$ cat src/aon_rtc_pkg.sv
package aon_rtc_pkg;

    // register byte offsets
    localparam logic [7:0] CFG_OFFSET = 8'h40;
    localparam logic [7:0] COUNT_LO_OFFSET = 8'h48;
    localparam logic [7:0] COUNT_HI_OFFSET = 8'h4C;
    localparam logic [7:0] SCALED_OFFSET = 8'h50;
    localparam logic [7:0] CMP_OFFSET = 8'h60;

    // widths
    localparam int WORD_WIDTH = 32;
    localparam int HI_WIDTH = 16;
    localparam int SCALE_WIDTH = 4;
    localparam int ADDR_WIDTH = 8;
    localparam int SYNC_STAGES = 3;

    // configuration field positions
    localparam int CFG_SCALE_LSB = 0;
    localparam int CFG_RUN_BIT = 12;
    localparam int CFG_PENDING_BIT = 28;

    // largest scale setting
    localparam logic [3:0] SCALE_MAX = 4'hF;

    // reset values
    localparam logic [3:0] SCALE_RESET = 4'h0;
    localparam logic RUN_RESET = 1'b0;
    localparam logic [31:0] CMP_RESET = 32'hFFFFFFFF;
    localparam logic [31:0] WORD_ZERO = 32'h00000000;
    localparam logic [31:0] WORD_ONES = 32'hFFFFFFFF;

    // register selector
    typedef enum {
        SEL_NONE,
        SEL_CFG,
        SEL_COUNT_LO,
        SEL_COUNT_HI,
        SEL_SCALED,
        SEL_CMP
    } reg_sel_type;

endpackage

$ cat src/aon_realtime_counter.sv
`timescale 1ns/100ps

// How it works
// - count advances by one per low-frequency tick, only while enabled
// - low count register shows count bits 31 to 0
// - high count register shows the upper 16 count bits
// - both count registers are read and written by software
// - run-continuously bit enables counting; reset clears it
// - 4-bit scale picks start bit of 32-bit scaled compare value
// - scale zero makes scaled value equal the low count word
// - scale up to 15, dividing the tick rate by up to two to the fifteenth
// - scaled value is readable as its own register
// - pending flag raised while scaled value is at least the compare value
// - pending flag is read-only; writes to it change nothing
// - writing a compare value above the scaled value drops the flag
// - pending flag drives the wakeup output to the power manager
module aon_realtime_counter
    import aon_rtc_pkg::*;
#(
    parameter int COUNT_WIDTH = 48
)
(
    input wire logic clk,
    input wire logic nrst,
    input wire logic ce,
    input wire logic lfClkPin,
    input wire logic wrEn,
    input wire logic rdEn,
    input wire logic [ADDR_WIDTH-1:0] addr,
    input wire logic [WORD_WIDTH-1:0] wrData,
    output logic [WORD_WIDTH-1:0] rdData,
    output logic rdValid,
    output logic wakeupOut
);

    typedef struct packed {
        logic [COUNT_WIDTH-1:0] count;
        logic [SCALE_WIDTH-1:0] scale;
        logic runAlways;
        logic [WORD_WIDTH-1:0] cmp;
        logic pending;
        logic [WORD_WIDTH-1:0] rdData;
        logic rdValid;
    } rtc_state_type;

    rtc_state_type s_q;
    rtc_state_type s_d;
    logic tick;
    logic [WORD_WIDTH-1:0] scaledNow;
    reg_sel_type wrSel;
    reg_sel_type rdSel;

    ////////////////////////////////////////////////////////////////////////////////
    // helpers

    function automatic reg_sel_type decodeAddr(input logic [ADDR_WIDTH-1:0] a);
        reg_sel_type sel;
        sel = SEL_NONE;
        case (a)
            CFG_OFFSET: sel = SEL_CFG;
            COUNT_LO_OFFSET: sel = SEL_COUNT_LO;
            COUNT_HI_OFFSET: sel = SEL_COUNT_HI;
            SCALED_OFFSET: sel = SEL_SCALED;
            CMP_OFFSET: sel = SEL_CMP;
            default: sel = SEL_NONE;
        endcase
        return sel;
    endfunction

    // the window never runs past the top since scale stops at 15
    function automatic logic [WORD_WIDTH-1:0] scaledOf(
        input logic [COUNT_WIDTH-1:0] cnt,
        input logic [SCALE_WIDTH-1:0] sc
    );
        logic [COUNT_WIDTH-1:0] shifted;
        shifted = cnt >> sc;
        return shifted[WORD_WIDTH-1:0];
    endfunction

    function automatic logic [WORD_WIDTH-1:0] cfgWord(input rtc_state_type st);
        logic [WORD_WIDTH-1:0] w;
        w = WORD_ZERO;
        w[CFG_SCALE_LSB +: SCALE_WIDTH] = st.scale;
        w[CFG_RUN_BIT] = st.runAlways;
        w[CFG_PENDING_BIT] = st.pending;
        return w;
    endfunction

    ////////////////////////////////////////////////////////////////////////////////
    // low-frequency tick

    lf_tick_sync u_tick
    (
        .clk(clk),
        .nrst(nrst),
        .ce(ce),
        .lfClkPin(lfClkPin),
        .tick(tick)
    );

    assign wrSel = wrEn ? decodeAddr(addr) : SEL_NONE;
    assign rdSel = rdEn ? decodeAddr(addr) : SEL_NONE;
    assign scaledNow = scaledOf(s_q.count, s_q.scale);

    ////////////////////////////////////////////////////////////////////////////////
    // next state

    always_comb
    begin
        s_d = s_q;
        s_d.rdValid = rdEn;

        // full-width add so the low-word carry lands in the high bits at once
        if (tick && s_q.runAlways)
        begin
            s_d.count = s_q.count + COUNT_WIDTH'(1);
        end

        // a software load beats a tick only in the count half it writes; the other half keeps the tick
        case (wrSel)
            SEL_CFG:
            begin
                // pending bit and reserved bits are not stored
                s_d.scale = wrData[CFG_SCALE_LSB +: SCALE_WIDTH];
                s_d.runAlways = wrData[CFG_RUN_BIT];
            end
            SEL_COUNT_LO:
            begin
                s_d.count[WORD_WIDTH-1:0] = wrData;
            end
            SEL_COUNT_HI:
            begin
                s_d.count[COUNT_WIDTH-1:WORD_WIDTH] =
                    wrData[COUNT_WIDTH-WORD_WIDTH-1:0];
            end
            SEL_CMP:
            begin
                s_d.cmp = wrData;
            end
            default:
            begin
            end
        endcase

        // compare follows the new count, scale and compare value
        s_d.pending = scaledOf(s_d.count, s_d.scale) >= s_d.cmp;

        s_d.rdData = WORD_ZERO;
        case (rdSel)
            SEL_CFG: s_d.rdData = cfgWord(s_q);
            SEL_COUNT_LO: s_d.rdData = s_q.count[WORD_WIDTH-1:0];
            SEL_COUNT_HI:
                s_d.rdData = WORD_WIDTH'(s_q.count[COUNT_WIDTH-1:WORD_WIDTH]);
            SEL_SCALED: s_d.rdData = scaledNow;
            SEL_CMP: s_d.rdData = s_q.cmp;
            default: s_d.rdData = WORD_ZERO;
        endcase
    end

    always_ff @(posedge clk)
    begin
        if (!nrst)
        begin
            s_q.count <= '0;
            s_q.scale <= SCALE_RESET;
            s_q.runAlways <= RUN_RESET;
            s_q.cmp <= CMP_RESET;
            s_q.pending <= 1'b0;
            s_q.rdData <= WORD_ZERO;
            s_q.rdValid <= 1'b0;
        end
        else if (ce)
        begin
            s_q <= s_d;
        end
    end

    assign rdData = s_q.rdData;
    assign rdValid = s_q.rdValid;
    assign wakeupOut = s_q.pending;

    ////////////////////////////////////////////////////////////////////////////////
    // checks

    logic countWrite;
    assign countWrite = (wrSel == SEL_COUNT_LO) || (wrSel == SEL_COUNT_HI);
endmodule

$ cat src/lf_tick_sync.sv
`timescale 1ns/100ps

module lf_tick_sync
    import aon_rtc_pkg::*;
(
    input wire logic clk,
    input wire logic nrst,
    input wire logic ce,
    input wire logic lfClkPin,
    output logic tick
);

    typedef struct packed {
        logic [SYNC_STAGES-1:0] sync;
        logic level;
        logic tick;
    } sync_state_type;

    sync_state_type s_q;
    sync_state_type s_d;

    ////////////////////////////////////////////////////////////////////////////////

    always_comb
    begin
        s_d = s_q;
        s_d.sync = {s_q.sync[SYNC_STAGES-2:0], lfClkPin};
        s_d.tick = 1'b0;
        // stage 0 is metastable; only stages 1 and 2 are looked at
        if (s_q.sync[1] == s_q.sync[2])
        begin
            s_d.level = s_q.sync[2];
            s_d.tick = s_q.sync[2] && !s_q.level;
        end
    end

    always_ff @(posedge clk)
    begin
        if (!nrst)
        begin
            s_q <= '0;
        end
        else if (ce)
        begin
            s_q <= s_d;
        end
    end

    assign tick = s_q.tick;

endmodule

$ cat config.mk
export PLATFORM = sky130hd
export DESIGN_NAME = aon_realtime_counter
export DESIGN_NICKNAME = d
export VERILOG_FILES = /design/src/aon_rtc_pkg.sv /design/src/aon_realtime_counter.sv /design/src/lf_tick_sync.sv
export SDC_FILE = /design/constraint.sdc
export NUM_CORES = 1
export LEC_CHECK = 0
export ABC_CLOCK_PERIOD_IN_PS = 4280
export BUFFER_PORTS_ARGS = -buffer_cell sky130_fd_sc_hd__buf_2
export CAP_MARGIN = 20
export CORE_ASPECT_RATIO = 1.25
export CORE_MARGIN = 10
export CORE_UTILIZATION = 35
export CTS_BUF_LIST = sky130_fd_sc_hd__clkbuf_8
export CTS_CLUSTER_SIZE = 16
export DETAILED_ROUTE_END_ITERATION = 10
export PLACE_DENSITY = 0.52
export REMOVE_ABC_BUFFERS = 1
export SETUP_SLACK_MARGIN = 0.4
export SYNTH_ARGS = -nofsm -noshare
export SYNTH_HDL_FRONTEND = slang
export SYNTH_SLANG_ARGS = --single-unit
$ cat constraint.sdc
create_clock -name clk -period 4.28 [get_ports clk]
set_clock_uncertainty 0.05 [all_clocks]
set_input_delay 0.428 -clock clk [delete_from_list [all_inputs] [get_ports clk]]
set_output_delay 0.428 -clock clk [all_outputs]
set_load 0.03 [all_outputs]
Word level (Yosys, flattened, before mapping)
Index checks and enable logic that the tools add are counted.
{ "totals": {"reg_bits": 124, "in_bits": 46, "output_inout_bits": 34} }
{ "classes": {"n_addsub": 1, "magnitude_cmp": 1, "n_eq_ne": 15, "shifts": 2, "mux": 10, "reduce_logical": 5} }
{ "ops": {"columns": ["cell", "count"], "rows": [
  ["$pmux 32 s5", 1],
  ["$eq 32x2->1 const B", 4],
  ["$mux 32", 4],
  ["$eq 32x3->1 const B", 3],
  ["$shr 48x4->32", 2],
  ["$eq 32x1->1 const B", 2],
  ["$add 48x1->48 const B", 1],
  ["$mux 48", 1],
  ["$eq 8x7->1 const B", 5],
  ["$ge 32x32->1", 1],
  ["$mux 16", 1],
  ["$pmux 3 s5", 1],
  ["$mux 5", 1],
  ["$reduce_and 2->1", 2],
  ["$logic_and 1x1->1", 2],
  ["$eq 1x1->1", 1],
  ["$logic_not 1->1", 1],
  ["$mux 1", 1]
]} }

Depth between registers and ports, before layout
{ "depth": {"depth_word": 7, "mapped_depth": 21} }

Hierarchy
A second synthesis with hierarchy kept.
{ "unflattened": {"hier_cells": 1555, "hier_area_um2": 12529.5} }
{ "by_module_without_submodules": {"columns": ["mod", "n_inst", "cells_each", "area_per_inst_um2", "seq_area_each_um2"], "rows": [
  ["aon_realtime_counter", 1, 1534, 12310.6, 2382.3],
  ["lf_tick_sync", 1, 21, 219.0, 100.1]
]} }

Least setup slack after synthesis
OpenSTA, ideal clock, no wires.
{ "synth_path": {"path_kind": "in2reg", "startpoint": "input addr[1]", "endpoint": "register s_q, in the netlist wakeupOut", "setup_time_ns": 0.124, "arrival_ns": 4.441, "t_required_ns": 4.106, "setup_slack_ns": -0.334, "path_stages": 19, "path_buffers": 3, "cell_sequence": "or4b_1 buf_2 nor4_4 mux2i_1 buf_2 buf_1 a21oi_1 a22oi_1 o21ai_0 a21oi_1 ha_1 a21o_1 a21o_1 a21o_1 a21o_1 a21o_1 a21oi_1 a2bb2oi_1 nand3_1"} }
{ "synth_between": {"elab_chain_len": 7, "word_cells_on_any_way": 17, "classes_between": "1 x order compare; 9 x eq/ne; 1 x shift; 6 x mux"} }
{ "synth_lines": {"columns": ["item", "line_no", "rtl"], "rows": [
  ["from (decl)", "aon_realtime_counter.sv:29", "input wire logic [ADDR_WIDTH-1:0] addr,"],
  ["$eq 8x7->1", "aon_realtime_counter.sv:59", "case (a)"],
  ["$pmux 3 s5 (*)", "aon_realtime_counter.sv:59", null],
  ["$mux 32 (*)", "aon_realtime_counter.sv:101", "assign wrSel = wrEn ? decodeAddr(addr) : SEL_NONE;"],
  ["$eq 32x2->1 or $eq 32x1->1 (tied branches)", "aon_realtime_counter.sv:120", "case (wrSel)"],
  ["$mux 32 (tied with other cells)", "aon_realtime_counter.sv:120", null],
  ["$shr 48x4->32", "aon_realtime_counter.sv:76", "shifted = cnt >> sc;"],
  ["$ge 32x32->1 (*)", "aon_realtime_counter.sv:146", "s_d.pending = scaledOf(s_d.count, s_d.scale) >= s_d.cmp;"],
  ["to (decl)", "aon_realtime_counter.sv:46", "rtc_state_type s_q;"]
]} }
Every way passes the cells marked *; elsewhere a longest branch is shown, timed or not.
A chain may end at the register's enable or synchronous reset.

Worst setup path in the final report
{ "layout_path": {"startpoint": "register s_q[77] (netlist name)", "endpoint": "register s_q, in the netlist wakeupOut"} }
{ "layout_between": {"elab_chain_len": 5, "word_cells_on_any_way": 6, "classes_between": "1 x add/sub; 1 x order compare; 1 x shift; 3 x mux"} }
{ "layout_lines": {"columns": ["item", "line_no", "rtl"], "rows": [
  ["$add 48x1->48", "aon_realtime_counter.sv:116", "s_d.count = s_q.count + COUNT_WIDTH'(1);"],
  ["$mux 48 (*)", "aon_realtime_counter.sv:114", "if (tick && s_q.runAlways)"],
  ["$mux 32 or $mux 16 (tied branches)", "aon_realtime_counter.sv:120", null],
  ["$shr 48x4->32 (*)", "aon_realtime_counter.sv:76", null],
  ["$ge 32x32->1 (*)", "aon_realtime_counter.sv:146", null]
]} }
Marked as above.

==> flow_summary.ini <==
[outcome]
outcome = finished clean

[drt]
ant_nets = 0
drc = 0
num_vias = 13300
drt_first_pass_iters = 9
drtIter0Drc = 1493
wl_per_cell_um = 25.2
drt-vias-per-instance = 6.04
totalWireLength_um = 55700

[yosys]
synth-seq-cells = 124
synth_mux_area_share_pct = 20.7
yosys.area.top_type_share_pct = 20.7
synth_top_family_by_area = simple AND/OR/NAND/NOR gates
yosys_warnings = 0
synth_compound_area_share_pct = 23.0
synth_fa_ha_area_share_pct = 3.44
yosysTopAreaCell = dfxtp_1
synthCells = 1559
synth_edf_count = 0
avgSynthCellArea_um2 = 7.70
synth_flop_cell = dfxtp_1
syn_area_um2 = 12000
synth-xor-area-share_pct = 1.17
synth_area_leaders = dfxtp_1 (21%), mux2i_1 (13%), nand2_1 (7.5%)
async_flop_share_pct = 0
synth-simple-area-share_pct = 23.2
synth_seq_area_share_pct = 20.7
synth_cell_type_count = 73

[min_path]
hold_class = primary input to register
hp-start = lfClkPin

[layout]
mostFrequentLayoutCells = buf_4 (299), nand2_1 (240), mux2i_1 (145)
layout.cells.most_common = buf_4
final_util_pct = 45.7
fin_nets = 1849
drive_gt1_share_pct = 31.5
area_growth_pct = 28.2

[worst_setup_path]
start_kind = register
crit_chain = nand4_1 -> or4_4 -> buf_8 -> or3_4 -> a31oi_4 -> mux2i_2 -> buf_4 -> nand3_2 -> o211ai_1 -> a21o_1 -> ha_1 -> nand2b_4 -> a21o_1 -> a21o_1 -> a21o_1 -> a21oi_2 -> o211ai_1 -> nand4_1 -> nand3_1
cp.arrival_ns = 4.55
timing.critical_path.max_delay_family = simple AND/OR/NAND/NOR gates
r2r-start = s_q[77]$_SDFFE_PN0P_
worstSetupStartpoint = s_q[77]$_SDFFE_PN0P_
cp_slowest_stage_delay_ns = 0.69
setup.worst_path.class = register to register
critPathMaxFanout = 6
critPathBufInv = 2
cpMostUsedCell = a21o_1
endpoint_kind = register
required_ns = 4.63
cp_slowest_cell = or4_4

[floorplan]
die_y_um = 227
placementRows = 75
ios = 80
dieArea_um2 = 42200
core_area_um2 = 33700
initial_core_util_pct = 35.7
die_w_um = 186

[timing]
fmax_mhz = 238
slew_headroom_pct = 39.8
tightest_slew_ns = 0.899
rsz0062_at_grt = yes
min_period_ns = 4.20
hold_violations = 0
hold_slack_ns = 0.114
setup_violations = 0
slew_violations = 0
finalCritPeriodShare_pct = 98.1
fin_setup_tns_ns = 0

[clocking]
ctsHoldBuffers = 0
cts.sinks = 124
h-tree-depth = 4
insertion_delay_ns = 0.53
cts_buffers = 17
clk_pin_slew_ns = 0.09
cts_tree = done
cts-root-buf = clkbuf_8
clk_path_buf_depth = 2

[global_routing]
first_global_vias = 12900
grt_usage_pct = 26.1
grt_max_degree = 67
grt_overflow = 0
grt_pass1_wl_um = 82100
antenna_found_initial = 0

[place]
dp_hpwl_um = 42800
routabilityCongestion = 0.961
port_buffers = 79

[run]
cap_violations = 0

[pwr]
total_power_mw = 2.55
ir_worst_vdd_mv = 0.167
p_per_area_nw_per_um2 = 166
p_leak_nw = 6.10
## power breakdown
| part | internal (mW) | switching [mW] |
|---|---|---|
| combinational | 0.0645 | 0.113 |
| clock | 0.632 | 0.588 |
| sequential | 1.15 | 0.00179 |
## timing repair
action                                  CTS  global route
endpoints found under the setup margin    1             1
setup buffers                             9             8
gates resized for setup                  47            44
endpoints found under the hold margin     0             0
gates cloned                              0             0
pin swaps                                29            26
## routing by layer
layer / part of all wire [%] / up-vias / track usage, %
li1: - / 6181 / -
met1: 40 / 6470 / 31.1
met2: 47 / 546 / 42.6
met3: 5.8 / 136 / 3.57
met4: 7.1 / 0 / 18.1
met5: 0 / - / 0
## synth_stat cells, types with 4 or more instances
library cell,instances
nand2_1,240
mux2i_1,152
dfxtp_1,124
clkbuf_1,121
o21ai_0,89
nor2_1,71
nor2b_1,63
a21oi_1,57
nand3_1,47
a31oi_1,38
a22oi_1,37
buf_4,34
ha_1,33
mux4_2,33
a222oi_1,24
nand4_1,22
o211ai_1,22
and2_1,21
buf_1,20
o2bb2ai_1,20
nor3_1,19
buf_2,18
a211oi_1,17
a21o_1,17
mux2_2,17
or4_1,16
a21boi_0,14
nor4_1,14
o31ai_1,14
and4_1,12
o21a_1,11
inv_1,10
xnor2_1,9
o22ai_1,8
or3_1,8
and3_1,7
nand2b_1,7
xor2_1,7
a2bb2oi_1,5
a221o_1,4
nor2_2,4
o21ai_1,4
## tightest hold or removal path, delay by kind of cell
kind	cells	cell delay, ns
buffers and inverters	1	0.07
AND/OR/NAND/NOR	1	0.10
multiplexers	1	0.06
## final timing paths
| check | cells past startpoint | endpoint | slack [ns] |
|---|---|---|---|
| setup / recovery | 19 | wakeupOut$_SDFFE_PN0P_ | 0.08 |
| hold / removal | 3 | u_tick.s_d[3]$_SDFFE_PN0P_ | 0.11 |
| setup reg to reg | 19 | wakeupOut$_SDFFE_PN0P_ | 0.08 |
| hold reg to reg | 2 | u_tick.s_q[1]$_SDFFE_PN0P_ | 0.45 |
## state kept, by name, summed over array words and instances (netlist names)
register     flops
s_q             85
rdData          32
u_tick.s_d       2
u_tick.tick      1
u_tick.s_q       2
wakeupOut        1
rdValid          1
## area by class of cell
cell class,instances,area (µm²)
Fill cell,3378,18300
Multi-Input combinational cell,1227,9060
Timing Repair Buffer,388,2840
Sequential cell,124,2490
Tap cell,423,529
Clock buffer,17,234
Clock inverter,14,194
Inverter,12,45.0
Antenna cell,1,2.50
## kinds of logic after synthesis
family                     Yosys count
adders and majority gates           33
xor gates and xnor gates            16
buffers and inverters              208
and+or+nand+nor                    568
AOI/OAI and AO/OA                  406
DFF                                124
muxes                              204
## stage by stage
| stage | std cells | setup slack [ns] | instance area, µm² |
|---|---|---|---|
| final | 2206 | 0.0799 | 15400 |
| after detailed placement | 2157 | -0.592 | 14400 |
| after global routing | 2205 | -0.0797 | 15400 |
| after CTS | 2197 | 0.0943 | 15100 |
| after floorplan | 1363 | -3.48 | 11100 |
| after global placement | 2157 | -0.508 | 14400 |
Power figures use the tool's default switching activity.
